--- config.mk ---
export PLATFORM = sky130hd
export DESIGN_NAME = radio_packet_config_regs
export DESIGN_NICKNAME = d
export VERILOG_FILES = /design/src/radio_event_flags.v /design/src/radio_packet_config_regs.v
export VERILOG_INCLUDE_DIRS = /design/src
export SDC_FILE = /design/constraint.sdc
export NUM_CORES = 1
export LEC_CHECK = 0
export ABC_AREA = 1
export BUFFER_PORTS_ARGS = -buffer_cell sky130_fd_sc_hd__buf_2
export CORE_MARGIN = 2
export CORE_UTILIZATION = 60
export DETAILED_ROUTE_END_ITERATION = 12
export GPL_ROUTABILITY_DRIVEN = 0
export PLACE_DENSITY_LB_ADDON = 0.25
export SLEW_MARGIN = 25
export SYNTH_ARGS = -nofsm -noshare
export SYNTH_HDL_FRONTEND = slang
export SYNTH_SLANG_ARGS = --single-unit
export TNS_END_PERCENT = 50
--- constraint.sdc ---
create_clock -name clk_in -period 2 [get_ports clk_in]
set_input_delay 0.1 -clock clk_in [delete_from_list [all_inputs] [get_ports clk_in]]
set_output_delay 0.1 -clock clk_in [all_outputs]
set_load 0.005 [all_outputs]
--- src/radio_cfg_regs.vh ---
// register offsets, field positions and reset values of the radio packet configuration block
`ifndef RADIO_CFG_REGS_VH
`define RADIO_CFG_REGS_VH

// byte offsets on the apb bus
`define OFS_IRQ_ENABLE_SET        12'h304
`define OFS_IRQ_ENABLE_CLEAR      12'h308
`define OFS_EVENT_PENDING         12'h380
`define OFS_RX_CHECK_STATUS       12'h400
`define OFS_RX_MATCHED_ADDR       12'h408
`define OFS_RX_CHECK_FIELD        12'h40C
`define OFS_DEVICE_MATCH_INDEX    12'h410
`define OFS_PACKET_BUFFER_POINTER 12'h504
`define OFS_CHANNEL_FREQUENCY     12'h508
`define OFS_OUTPUT_POWER          12'h50C
`define OFS_RATE_MODULATION       12'h510
`define OFS_PACKET_FORMAT_0       12'h514
`define OFS_PACKET_FORMAT_1       12'h518

// event bit positions shared by enable, set, clear and pending registers
`define EVT_READY                 0
`define EVT_ADDRESS               1
`define EVT_PAYLOAD               2
`define EVT_END                   3
`define EVT_DISABLED              4
`define EVT_DEVICE_ADDRESS_HIT    5
`define EVT_DEVICE_ADDRESS_MISS   6
`define EVT_SIGNAL_STRENGTH_DONE  7
`define EVT_BIT_TALLY_HIT         10
`define EVT_COUNT                 11
`define EVT_VALID_MASK            11'h4FF

// rate selector codes
`define RATE_PROPRIETARY_ONE_MEG     2'h0
`define RATE_PROPRIETARY_TWO_MEG     2'h1
`define RATE_PROPRIETARY_QUARTER_MEG 2'h2
`define RATE_LOW_ENERGY_ONE_MEG      2'h3
`define RATE_MSB                     1
`define RATE_LSB                     0

// modulation codes, only frequency-shift keying exists
`define MODULATION_FSK            2'h0

// check status values
`define CHECK_FAILED              1'b0
`define CHECK_PASSED              1'b1

// field positions
`define FREQ_MSB                  6
`define POWER_MSB                 7
`define RX_MATCH_MSB              2
`define RX_CHECK_MSB              23
`define DEV_INDEX_MSB             2
`define FMT0_LENGTH_BITS_MSB      3
`define FMT0_LENGTH_BITS_LSB      0
`define FMT0_S0_BYTES_BIT         8
`define FMT0_S1_BITS_MSB          19
`define FMT0_S1_BITS_LSB          16
`define FMT1_MAX_LEN_MSB          7
`define FMT1_MAX_LEN_LSB          0
`define FMT1_STATIC_LEN_MSB       15
`define FMT1_STATIC_LEN_LSB       8
`define FMT1_BASE_LEN_MSB         18
`define FMT1_BASE_LEN_LSB         16
`define FMT1_BIG_ENDIAN_BIT       24

// reset values
`define RST_WORD                  32'h0000_0000
`define RST_EVENTS                11'h000

`endif

--- src/radio_event_flags.v ---
// sticky event flags with write-one-to-clear and set-over-clear priority
`timescale 1ns/100ps

module radio_event_flags #(
    parameter WIDTH = 11
) (
    input  wire             clk_in,
    input  wire             rst_n_in,
    input  wire [WIDTH-1:0] event_in,
    input  wire [WIDTH-1:0] clear_in,
    input  wire [WIDTH-1:0] valid_in,
    output wire [WIDTH-1:0] pending_out
);

    reg [WIDTH-1:0] pending;

    genvar i;
    generate
        for (i = 0; i < WIDTH; i = i + 1) begin : g_flag
            // a new event on a valid bit in the clear cycle survives so no valid event is lost
            always @(posedge clk_in or negedge rst_n_in) begin
                if (!rst_n_in) begin
                    pending[i] <= 1'b0;
                end else if (valid_in[i] && event_in[i]) begin
                    pending[i] <= 1'b1;
                end else if (clear_in[i]) begin
                    pending[i] <= 1'b0;
                end
            end
        end
    endgenerate

    assign pending_out = pending;

endmodule // radio_event_flags

--- src/radio_packet_config_regs.v ---
// apb register block of the packet radio: interrupt enables, receive status and packet configuration
//
// Decided for this implementation: the APB interface to the registers and the register offsets.
`timescale 1ns/100ps
`include "radio_cfg_regs.vh"

// Functional notes
// writing zero to an enable-clear bit leaves that interrupt enable alone
// reading the enable-clear register returns the live combined enable mask
// writing one to an enable-clear bit disables that event's interrupt
// writing one to an enable-set bit enables that event's interrupt
// check status reads one after a good packet, zero after a checksum error
// rate selector codes 0..3 pick 1M, 2M, 250k proprietary or 1M low energy
// every rate uses frequency-shift keying
// interrupt output is high while any enabled event flag is set
module radio_packet_config_regs (
    input  wire                   clk_in,
    input  wire                   rst_n_in,
    // apb slave
    input  wire                   psel_in,
    input  wire                   penable_in,
    input  wire                   pwrite_in,
    input  wire [11:0]            paddr_in,
    input  wire [31:0]            pwdata_in,
    input  wire [3:0]             pstrb_in,
    output reg  [31:0]            prdata_out,
    output wire                   pready_out,
    output wire                   pslverr_out,
    // event pulses from the packet state machine, bit positions as in the enable registers
    input  wire [`EVT_COUNT-1:0]  radio_event_in,
    // receive results, captured on rx_done_in
    input  wire                   rx_done_in,
    input  wire                   check_passed_in,
    input  wire [`RX_MATCH_MSB:0] rx_match_in,
    input  wire [`RX_CHECK_MSB:0] rx_check_in,
    input  wire                   device_hit_in,
    input  wire [`DEV_INDEX_MSB:0] device_index_in,
    // configuration towards the packet state machine
    output reg  [31:0]            packet_ptr_out,
    output reg  [`FREQ_MSB:0]     frequency_out,
    output reg  [`POWER_MSB:0]    tx_power_out,
    output reg  [3:0]             rate_onehot_out,
    output reg  [1:0]             modulation_out,
    output reg  [3:0]             length_field_bits_out,
    output reg                    s0_field_bytes_out,
    output reg  [3:0]             s1_field_bits_out,
    output reg  [7:0]             max_payload_out,
    output reg  [7:0]             static_length_out,
    output reg  [2:0]             base_addr_bytes_out,
    output reg                    big_endian_out,
    output wire                   irq_out
);

    // register storage
    reg  [`EVT_COUNT-1:0]    irq_enable_mask;
    reg                      check_status;
    reg  [`RX_MATCH_MSB:0]   rx_matched_logical_address;
    reg  [`RX_CHECK_MSB:0]   rx_check_field;
    reg  [`DEV_INDEX_MSB:0]  device_match_index;
    reg  [31:0]              packet_buffer_pointer;
    reg  [`FREQ_MSB:0]       channel_frequency;
    reg  [`POWER_MSB:0]      output_power;
    reg  [`RATE_MSB:0]       rate_modulation_select;
    reg  [31:0]              packet_format_0;
    reg  [31:0]              packet_format_1;

    // bus decode
    wire                     setup_phase;
    wire                     access_phase;
    wire                     write_access;
    wire [31:0]              byte_mask;
    wire [31:0]              wdata_masked;
    wire [`EVT_COUNT-1:0]    wdata_events;
    reg                      addr_hit;
    reg  [31:0]              next_rdata;
    wire [`EVT_COUNT-1:0]    event_pending;
    wire [`EVT_COUNT-1:0]    pending_clear;

    assign setup_phase  = psel_in & ~penable_in;
    assign access_phase = psel_in & penable_in;
    assign write_access = access_phase & pwrite_in;

    // byte enables turn into a bit mask so partial writes touch only their lanes
    assign byte_mask    = {{8{pstrb_in[3]}}, {8{pstrb_in[2]}}, {8{pstrb_in[1]}}, {8{pstrb_in[0]}}};
    assign wdata_masked = pwdata_in & byte_mask;
    assign wdata_events = wdata_masked[`EVT_COUNT-1:0] & `EVT_VALID_MASK;

    // read data is latched in the setup cycle, so every access completes with no wait state
    assign pready_out  = 1'b1;
    assign pslverr_out = access_phase & ~addr_hit;

    // address decode and read multiplexer
    always @* begin
        addr_hit   = 1'b1;
        next_rdata = `RST_WORD;
        case (paddr_in)
            `OFS_IRQ_ENABLE_SET:        next_rdata[`EVT_COUNT-1:0] = irq_enable_mask;
            `OFS_IRQ_ENABLE_CLEAR:      next_rdata[`EVT_COUNT-1:0] = irq_enable_mask;
            `OFS_EVENT_PENDING:         next_rdata[`EVT_COUNT-1:0] = event_pending;
            `OFS_RX_CHECK_STATUS:       next_rdata[0] = check_status;
            `OFS_RX_MATCHED_ADDR:       next_rdata[`RX_MATCH_MSB:0] = rx_matched_logical_address;
            `OFS_RX_CHECK_FIELD:        next_rdata[`RX_CHECK_MSB:0] = rx_check_field;
            `OFS_DEVICE_MATCH_INDEX:    next_rdata[`DEV_INDEX_MSB:0] = device_match_index;
            `OFS_PACKET_BUFFER_POINTER: next_rdata = packet_buffer_pointer;
            `OFS_CHANNEL_FREQUENCY:     next_rdata[`FREQ_MSB:0] = channel_frequency;
            `OFS_OUTPUT_POWER:          next_rdata[`POWER_MSB:0] = output_power;
            `OFS_RATE_MODULATION:       next_rdata[`RATE_MSB:0] = rate_modulation_select;
            `OFS_PACKET_FORMAT_0:       next_rdata = packet_format_0;
            `OFS_PACKET_FORMAT_1:       next_rdata = packet_format_1;
            default: begin
                addr_hit = 1'b0;
            end
        endcase
    end

    // read data register, refreshed only in setup cycles of reads so it holds through the access
    always @(posedge clk_in or negedge rst_n_in) begin
        if (!rst_n_in) begin
            prdata_out <= `RST_WORD;
        end else if (setup_phase && !pwrite_in) begin
            prdata_out <= next_rdata;
        end
    end

    // interrupt enable mask: set and clear registers act on the one stored mask
    always @(posedge clk_in or negedge rst_n_in) begin
        if (!rst_n_in) begin
            irq_enable_mask <= `RST_EVENTS;
        end else if (write_access && paddr_in == `OFS_IRQ_ENABLE_SET) begin
            irq_enable_mask <= irq_enable_mask | wdata_events;
        end else if (write_access && paddr_in == `OFS_IRQ_ENABLE_CLEAR) begin
            irq_enable_mask <= irq_enable_mask & ~wdata_events;
        end
    end

    // writable configuration registers
    always @(posedge clk_in or negedge rst_n_in) begin
        if (!rst_n_in) begin
            packet_buffer_pointer  <= `RST_WORD;
            channel_frequency      <= {(`FREQ_MSB+1){1'b0}};
            output_power           <= {(`POWER_MSB+1){1'b0}};
            rate_modulation_select <= `RATE_PROPRIETARY_ONE_MEG;
            packet_format_0        <= `RST_WORD;
            packet_format_1        <= `RST_WORD;
        end else if (write_access) begin
            case (paddr_in)
                `OFS_PACKET_BUFFER_POINTER: begin
                    packet_buffer_pointer <= (packet_buffer_pointer & ~byte_mask) | wdata_masked;
                end
                `OFS_CHANNEL_FREQUENCY: begin
                    if (pstrb_in[0]) begin
                        channel_frequency <= pwdata_in[`FREQ_MSB:0];
                    end
                end
                `OFS_OUTPUT_POWER: begin
                    if (pstrb_in[0]) begin
                        output_power <= pwdata_in[`POWER_MSB:0];
                    end
                end
                `OFS_RATE_MODULATION: begin
                    if (pstrb_in[0]) begin
                        rate_modulation_select <= pwdata_in[`RATE_MSB:0];
                    end
                end
                `OFS_PACKET_FORMAT_0: begin
                    packet_format_0 <= (packet_format_0 & ~byte_mask) | wdata_masked;
                end
                `OFS_PACKET_FORMAT_1: begin
                    packet_format_1 <= (packet_format_1 & ~byte_mask) | wdata_masked;
                end
                default: begin
                    packet_buffer_pointer <= packet_buffer_pointer;
                end
            endcase
        end
    end

    // receive results are captured once per packet; status only changes when a packet ends
    always @(posedge clk_in or negedge rst_n_in) begin
        if (!rst_n_in) begin
            check_status               <= `CHECK_FAILED;
            rx_matched_logical_address <= {(`RX_MATCH_MSB+1){1'b0}};
            rx_check_field             <= {(`RX_CHECK_MSB+1){1'b0}};
            device_match_index         <= {(`DEV_INDEX_MSB+1){1'b0}};
        end else if (rx_done_in) begin
            check_status               <= check_passed_in ? `CHECK_PASSED : `CHECK_FAILED;
            rx_matched_logical_address <= rx_match_in;
            rx_check_field             <= rx_check_in;
            if (device_hit_in) begin
                device_match_index <= device_index_in;
            end
        end
    end

    // pending flags clear by writing ones to the pending register
    assign pending_clear = (write_access && paddr_in == `OFS_EVENT_PENDING) ? wdata_events : `RST_EVENTS;

    radio_event_flags #(
        .WIDTH       (`EVT_COUNT)
    ) u_event_flags (
        .clk_in      (clk_in),
        .rst_n_in    (rst_n_in),
        .event_in    (radio_event_in),
        .clear_in    (pending_clear),
        .valid_in    (`EVT_VALID_MASK),
        .pending_out (event_pending)
    );

    // level interrupt; masking after the flag lets software poll disabled events
    assign irq_out = |(event_pending & irq_enable_mask);

    // configuration outputs registered so the state machine sees glitch-free fields
    always @(posedge clk_in or negedge rst_n_in) begin
        if (!rst_n_in) begin
            packet_ptr_out        <= `RST_WORD;
            frequency_out         <= {(`FREQ_MSB+1){1'b0}};
            tx_power_out          <= {(`POWER_MSB+1){1'b0}};
            rate_onehot_out       <= 4'h1;
            modulation_out        <= `MODULATION_FSK;
            length_field_bits_out <= 4'h0;
            s0_field_bytes_out    <= 1'b0;
            s1_field_bits_out     <= 4'h0;
            max_payload_out       <= 8'h00;
            static_length_out     <= 8'h00;
            base_addr_bytes_out   <= 3'h0;
            big_endian_out        <= 1'b0;
        end else begin
            packet_ptr_out        <= packet_buffer_pointer;
            frequency_out         <= channel_frequency;
            tx_power_out          <= output_power;
            modulation_out        <= `MODULATION_FSK;
            length_field_bits_out <= packet_format_0[`FMT0_LENGTH_BITS_MSB:`FMT0_LENGTH_BITS_LSB];
            s0_field_bytes_out    <= packet_format_0[`FMT0_S0_BYTES_BIT];
            s1_field_bits_out     <= packet_format_0[`FMT0_S1_BITS_MSB:`FMT0_S1_BITS_LSB];
            max_payload_out       <= packet_format_1[`FMT1_MAX_LEN_MSB:`FMT1_MAX_LEN_LSB];
            static_length_out     <= packet_format_1[`FMT1_STATIC_LEN_MSB:`FMT1_STATIC_LEN_LSB];
            base_addr_bytes_out   <= packet_format_1[`FMT1_BASE_LEN_MSB:`FMT1_BASE_LEN_LSB];
            big_endian_out        <= packet_format_1[`FMT1_BIG_ENDIAN_BIT];
            // one-hot rate: bit0 1M prop, bit1 2M prop, bit2 250k prop, bit3 1M low energy
            case (rate_modulation_select)
                `RATE_PROPRIETARY_ONE_MEG:     rate_onehot_out <= 4'h1;
                `RATE_PROPRIETARY_TWO_MEG:     rate_onehot_out <= 4'h2;
                `RATE_PROPRIETARY_QUARTER_MEG: rate_onehot_out <= 4'h4;
                `RATE_LOW_ENERGY_ONE_MEG:      rate_onehot_out <= 4'h8;
                default:                       rate_onehot_out <= 4'h1;
            endcase
        end
    end

endmodule // radio_packet_config_regs

### After elaboration in Yosys (flattened, before gate mapping)

Cells that the tools add are included.

| word-level totals | value |
|---|---|
| bits in registers | 276 |
| input bits | 97 |
| output and inout port bits | 117 |
| logic and storage cells | 124 |

| cells by class | value |
|---|---|
| equal/unequal tests | 16 |
| muxes and demuxes | 32 |
| bitwise logic cells | 18 |
| reduce and logical (&&, ||, !) cells | 26 |

Operators with widths:

| operator | count |
|---|---|
| 32-bit AND | 4 |
| 12-bit by 11-bit equality test with 1-bit output, second input constant | 10 |
| 32-bit bitwise OR | 3 |
| 13-bit one-hot mux with 4 select lines | 1 |
| 12-bit by 10-bit equality test with 1-bit output, second input constant | 3 |
| 11-bit 2-to-1 mux | 3 |
| 32-bit NOT | 1 |
| 4-bit one-hot mux with 8 select lines | 1 |
| 8-bit one-hot mux with 3 select lines | 1 |
| 11-bit AND | 2 |
| 1-bit 2-to-1 mux | 20 |
| 2-bit nonzero test | 10 |
| 3-bit one-hot mux with 6 select lines | 1 |
| 4-bit one-hot mux with 4 select lines | 1 |
| 13-bit OR reduction | 1 |
| 1-bit one-hot mux with 12 select lines | 1 |
| 11-bit NOT | 1 |
| 11-bit bitwise OR | 1 |
| 1-bit one-hot mux with 11 select lines | 1 |
| 11-bit OR reduction | 1 |
| 1-bit one-hot mux with 10 select lines | 1 |
| 3-bit AND reduction | 3 |
| 2-bit AND reduction | 4 |
| 1-bit one-hot mux with 7 select lines | 1 |
| 8 further kinds | 16 |

### Longest topological paths before layout

Gate-level depths: netlist of the first run.

| depth | value |
|---|---|
| word-level depth | 6 |
| depth in mapped cells | 12 |
| depth with buffers taken out | 12 |

### Hierarchy

A second synthesis of the first run with hierarchy kept.

| unflattened totals | value |
|---|---|
| cell total of the unflattened synthesis | 1202 |
| area total of the unflattened synthesis | 11501.0 sq um |

By module, submodules not included:

| module | instances | cells each | area an instance (sq um) | seq. area each (sq um) |
|---|---|---|---|---|
| radio_packet_config_regs | 1 | 1147 | 11060.6 | 6632.6 |
| radio_event_flags | 1 | 55 | 440.4 | 275.3 |

### Worst setup path before layout of the first run

OpenSTA, ideal clock, no wires.

| timing path | value |
|---|---|
| path kind | input port to flip-flop |
| start point | input port paddr_in[7] |
| end point | register (tool-made name) |
| data arrival time | 1.135 ns |
| data required time | 1.880 ns |
| slack | 0.745 ns |
| stages on the path | 9 |
| cells stage by stage | nor2_4 nand2_4 nor2_4 nand2_4 nor2_8 nand2_4 buf_6 nand2_1 o21ai_2 |

RTL lines:

| element | line | text |
|---|---|---|
| from (decl) | radio_packet_config_regs.v:23 | `input wire [11:0] paddr_in,` |

==> impl_metrics.tcl, run 1 <==
set metrics [dict create \
    antenna_found_initial 0 \
    clkSlewWorstSetupHoldPaths_ns 0.06 \
    worstSetupPathType "reg -> out" \
    route.vias.total 9525 \
    grt_max_degree 85 \
    critical_path.slowest_cell "dfrtp_1" \
    ys_warn_count 0 \
    pin_count 214 \
    fin_crit_ns 1.85 \
    yosys.area.top_type "dfrtp_1" \
    synth_ff_type "dfrtp_1" \
    worst_path_most_repeated_cell "nand2_1" \
    syn_inst 1175 \
    synth-edff-count 0 \
    dr.pass1.iters 6 \
    synth_area_um2 11500 \
    setup_ws_ns 0.153 \
    row_count 50 \
    required_ns 1.90 \
    clock-sinks 274 \
    rr_endpoint "device_match_index[2]" \
    drt_iter0_markers 803 \
    die_h_um 142 \
    synth_top_area_share_pct 59.6 \
    cts_buffers 28 \
    holdCritPathClass "in -> reg" \
    grt_first_pass_wirelength_um 50400 \
    drive_gt1_share_pct 27.1 \
    rsz0062_at_grt "no" \
    finalHoldViolCount 0 \
    start_util_pct 61.2 \
    clk_path_buf_depth 3 \
    vdd_drop_max_mv 0.788 \
    cts_max_level 1 \
    grt_pass1_vias 9640 \
    ys_seq_elements 274 \
    max_freq_mhz 541 \
    via_per_inst 5.50 \
    design.core.area_um2 18700 \
    critPathLaunchType "register" \
    cts_hold_buffers 87 \
    synth_cell_types 36 \
    crit_fanout 3 \
    power.leakage_nw 7.98 \
    cts-resized-gates 0 \
    root_buffer "clkbuf_16" \
    status "completed" \
    tns_ns 0 \
    clk_latency_ns 0.54 \
    r2r_slack_ns 0.61 \
    cpPeakStageDelay_ns 0.38 \
    cts_setup_buffers 0 \
    grt-ovfl-total 0 \
    max_cap_viol_count 0 \
    antenna_left 0 \
    io_buffers 208 \
    worstRegToRegCells 2 \
    grt_usage_pct 32.2 \
    crit_chain "nand2_1, nand2_1, a221oi_1, o2111ai_1, buf_2" \
    drt-total-wl_um 31900 \
    post-route-period-util_pct 92.4 \
    relSlewSlack_pct 42.4 \
    syn_area_per_cell_um2 9.75 \
    cp_num_buf_inv 1 \
    fin_skew_ns 0.00736 \
    crit_family "compound AO/OA/AOI/OAI gates" \
    drc_errors 0 \
    worst_pin_slew_ns 0.861 \
    area_delta_synth_final_pct 27.1 \
    worstHoldStart "pstrb_in[3]" \
    pre_cts_ws_ns 0.223 \
    fillers 1170 \
    reg2reg_from "device_match_index[2]" \
    synth_top_cells_by_area "dfrtp_1, nand2_1, o21ai_2, o21ai_0, nand3_1" \
    ys_async_sr_fraction_pct 100 \
    arrival_ns 1.75 \
    hold_depth 3 \
    post-dp-hpwl_um 20200 \
    die_area_um2 20200 \
    die_w_um 142 \
    pwr_density_cell_nw_per_um2 804 \
    cp-end-kind "output pin" \
    yosysSeqAreaShare_pct 59.9 \
    slew_violations 0 \
    cts_tree "built" \
    nets 1572 \
    wire_per_inst_um 18.5 \
    finalSetupViolCount 0 \
]
-- cell usage after synthesis, types with 3 or more instances --
library cell    n
nand2_4        15
inv_1          86
nand3_1        69
nand3b_1        3
o21ai_1        29
o21bai_1        5
mux2_2          9
o21ai_0        82
clkbuf_1       14
nor2_4         11
nand2_2        13
nor2_2          3
o21ai_2        63
buf_2          10
nor2_1         61
a21oi_1        22
inv_2           8
nor2_8          6
dfrtp_1       273
buf_6          12
nand2_1       355
buf_4           6
o22ai_1         3
-- worst max-delay path by stage --
stage / from / endpoint / slack (ns) / depth (start not counted)
after global routing: paddr_in[1] / u_event_flags.pending_out[1] / 0.04 / 10
final: register / irq_out / 0.15 / 5
after CTS: register / irq_out / 0.18 / 5
after global placement: paddr_in[7] / register / 0.30 / 9
after detailed placement: paddr_in[7] / register / 0.22 / 9
after floorplan: paddr_in[7] / register / 0.74 / 9
-- routing by layer --
metal	vias to the layer above	GRT usage, %	routed length, um
met4	0	12.1	1010
met1	4580	43.2	12700
li1	4371	-	-
met2	490	52.9	15400
met5	-	0	0
met3	84	6.16	2810
-- through the flow --
stage | hold slack [ns] | util, % | total power, mW | cell area (um^2) | cells
after global routing | 0.0163 | 77.8 | 12.1 | 14600 | 1730
after global placement | -0.0365 | 68.0 | 6.26 | 12700 | 1592
after CTS | 0.00501 | 77.8 | 11.7 | 14600 | 1730
after floorplan | -0.196 | - | 5.94 | 11500 | 1176
after detailed placement | -0.0365 | 68.0 | 6.27 | 12700 | 1592
final | 0.0199 | 77.9 | 11.7 | 14600 | 1731
-- layout make-up --
cell class | instances | area [um^2] | area share [%]
Sequential cell | 274 | 6860 | 47.1
Multi-Input combinational cell | 765 | 3960 | 27.2
Timing Repair Buffer | 311 | 2120 | 14.5
Clock buffer | 40 | 816 | 5.60
Inverter | 95 | 359 | 2.47
Tap cell | 234 | 293 | 2.01
Clock inverter | 11 | 154 | 1.06
Antenna cell | 1 | 2.50 | 0.0172
-- layout by cell type (no fill, tap or decap), types with 2 or more instances in the layout --
cell,netlist,routed
a21oi_1,22,22
buf_12,0,6
buf_2,10,207
buf_4,6,10
bufinv_16,0,3
clkbuf_1,14,5
clkbuf_16,0,28
clkbuf_8,0,7
clkinv_2,0,3
clkinv_4,0,2
clkinvlp_4,0,2
conb_1,2,3
dfrtp_1,273,273
dlygate4sd3_1,0,87
inv_1,86,85
inv_2,8,9
mux2_2,9,9
nand2_1,355,355
nand2_2,13,13
nand2_4,15,15
nand3_1,69,69
nand3b_1,3,3
nand4_1,2,2
nor2_1,61,61
nor2_2,3,3
nor2_4,11,11
nor2_8,6,6
nor3_4,2,2
o21ai_0,82,82
o21ai_1,29,29
o21ai_2,63,63
o21bai_1,5,5
o22ai_1,3,3
-- worst min-delay path, delay by kind of cell --
kind,cells,cell delay (ns)
AND/OR/NAND/NOR,1,0.19
buffers and inverters,1,0.14
AO/OA/AOI/OAI,1,0.08
-- power by group --
part	total, mW	switching [mW]	internal [mW]
clock network	5.40	2.17	3.23
logic	0.676	0.412	0.263
registers	5.64	0.0319	5.61
-- cells by family after synthesis --
family                 Yosys count  synth area share (%)
buffers and inverters          137                  5.60
other                            2                0.0656
multiplexers                     9                 0.885
flip-flops                     274                  59.9
AND/OR/NAND/NOR                543                  22.0
AO/OA/AOI/OAI                  210                  11.6
No activity file was read; power rests on OpenSTA's default activity.
==> run 2: changes to the inputs <==
--- a/config.mk
+++ b/config.mk
@@ -12,7 +12,9 @@
 export CORE_UTILIZATION = 60
 export DETAILED_ROUTE_END_ITERATION = 12
 export GPL_ROUTABILITY_DRIVEN = 0
+export HOLD_SLACK_MARGIN = 0.1
 export PLACE_DENSITY_LB_ADDON = 0.25
+export REMOVE_ABC_BUFFERS = 1
 export SLEW_MARGIN = 25
 export SYNTH_ARGS = -nofsm -noshare
 export SYNTH_HDL_FRONTEND = slang
==> impl_metrics.tcl, run 2 (synthesis gave the netlist of run 1 again) <==
set metrics [dict create \
    antenna_cells 0 \
    grt-ovfl-total 0 \
    finalPower_mw 11.2 \
    die_w_um 142 \
    fin_crit_ns 1.94 \
    fin_util_pct 77.9 \
    grt_pass1_vias 9493 \
    final_cell_mix "nand2_1, dfrtp_1, buf_2" \
    r2r_slack_ns 0.66 \
    pwr_density_cell_nw_per_um2 770 \
    rsz0062_at_grt "no" \
    drc_errors 0 \
    finalHoldViolCount 0 \
    rr_endpoint "device_match_index[1]" \
    max_freq_mhz 515 \
    cts_buffers 28 \
    cts_hold_buffers 97 \
    root_buffer "clkbuf_16" \
    antenna_found_initial 0 \
    slew_violations 0 \
    grt_first_pass_wirelength_um 49200 \
    cpPeakStageDelay_ns 0.59 \
    crit_fanout 16 \
    post-route-period-util_pct 97.1 \
    crit_chain "dlygate4sd3_1, buf_2, buf_4, nand2_1, dlygate4sd3_1, o21ai_0, dlygate4sd3_1" \
    arrival_ns 2.41 \
    cts_setup_buffers 0 \
    required_ns 2.47 \
    drt_iter0_markers 885 \
    via_per_inst 5.49 \
    nets 1587 \
    pre_cts_ws_ns 0.218 \
    layout_commonest_cell "nand2_1" \
    antenna_left 0 \
    grt_max_degree 60 \
    clkSlewWorstSetupHoldPaths_ns 0.06 \
    row_count 50 \
    post-dp-hpwl_um 19100 \
    cp-end-kind "register" \
    critical_path.slowest_cell "dlygate4sd3_1" \
    power.leakage_nw 8.00 \
    finalSetupViolCount 0 \
    io_buffers 208 \
    worst_path_most_repeated_cell "dlygate4sd3_1" \
    fin_skew_ns 0.00879 \
    route.vias.total 9570 \
    pin_count 214 \
    grt_usage_pct 31.2 \
    dr.pass1.iters 5 \
    critPathLaunchType "input pin" \
    cts-resized-gates 0 \
    max_cap_viol_count 0 \
    design.core.area_um2 18700 \
    cts_max_level 1 \
    wire_per_inst_um 17.8 \
    clock-sinks 274 \
    start_util_pct 61.2 \
    status "completed" \
    clk_latency_ns 0.54 \
    worstRegToRegCells 2 \
    die_h_um 142 \
    cts_tree "built" \
    drive_gt1_share_pct 26.8 \
    holdCritPathClass "in -> async" \
    vdd_drop_max_mv 0.747 \
    area_delta_synth_final_pct 27.2 \
    dp.cells 1597 \
    clk_path_buf_depth 3 \
    reg2reg_from "device_match_index[1]" \
    tns_ns 0 \
    setup_ws_ns 0.0575 \
    final_cells 1744 \
    drt-total-wl_um 31000 \
    die_area_um2 20200 \
    worstSetupPathType "in -> reg" \
]
-- run 2: changes by cell type in the layout (fill, tap and decap cells not counted), sizes merged --
cell and change:
clkbuf +4, buf +5, dlygate4sd3 +10, clkinvlp -2, bufinv -3, diode -1
-- run 2: area by class of cell --
type                    count  area (um^2)
fillers                  1215         4140
well taps                 234          293
inverters                  95          359
clock buffers              44          821
multi-input cells         765         3960
flip-flops and latches    274         6860
clock inverters             6         41.3
repair buffers            326         2230
-- run 2: how the worst max path moves through the flow --
| stage | startpoint | to | slack (ns) | cells after the start |
|---|---|---|---|---|
| detailed placement | paddr_in[7] | register | 0.22 | 9 |
| global placement | paddr_in[7] | register | 0.29 | 9 |
| CTS | register | irq_out | 0.16 | 4 |
| global route | pstrb_in[0] | register | 0.04 | 7 |
| finish | pstrb_in[0] | register | 0.06 | 7 |
| floorplan | penable_in | prdata_out[0] | -0.84 | 4 |
-- run 2: power by group --
group          switching, mW  internal, mW  total [mW]  leakage, nW
clock                   2.10          2.80        4.90        0.426
combinational          0.401         0.275       0.676         3.89
sequential            0.0280          5.61        5.64         3.69
total                   2.53          8.68        11.2         8.00
-- run 2: routing by layer --
metal | part of all wire (%) | global-route usage, % | wire length (um)
met1 | 41 | 42.8 | 12700
met4 | 3.2 | 10.6 | 998
met2 | 48 | 51.2 | 14900
met5 | 0 | 0 | 0
met3 | 7.6 | 5.18 | 2350
-- run 2: stage by stage --
step | instance area (um^2) | hold WS [ns]
floorplan | 11200 | -0.196
CTS | 14600 | 0.102
global placement | 12700 | 0.0737
global route | 14600 | 0.114
finish | 14600 | 0.102
detailed placement | 12700 | 0.0751
-- run 2: worst max-delay path: cells and delay by family --
family / cells / cell delay [ns]
AO/OA/AOI/OAI: 1 / 0.15
buffers and inverters: 5 / 2.07
AND/OR/NAND/NOR: 1 / 0.09
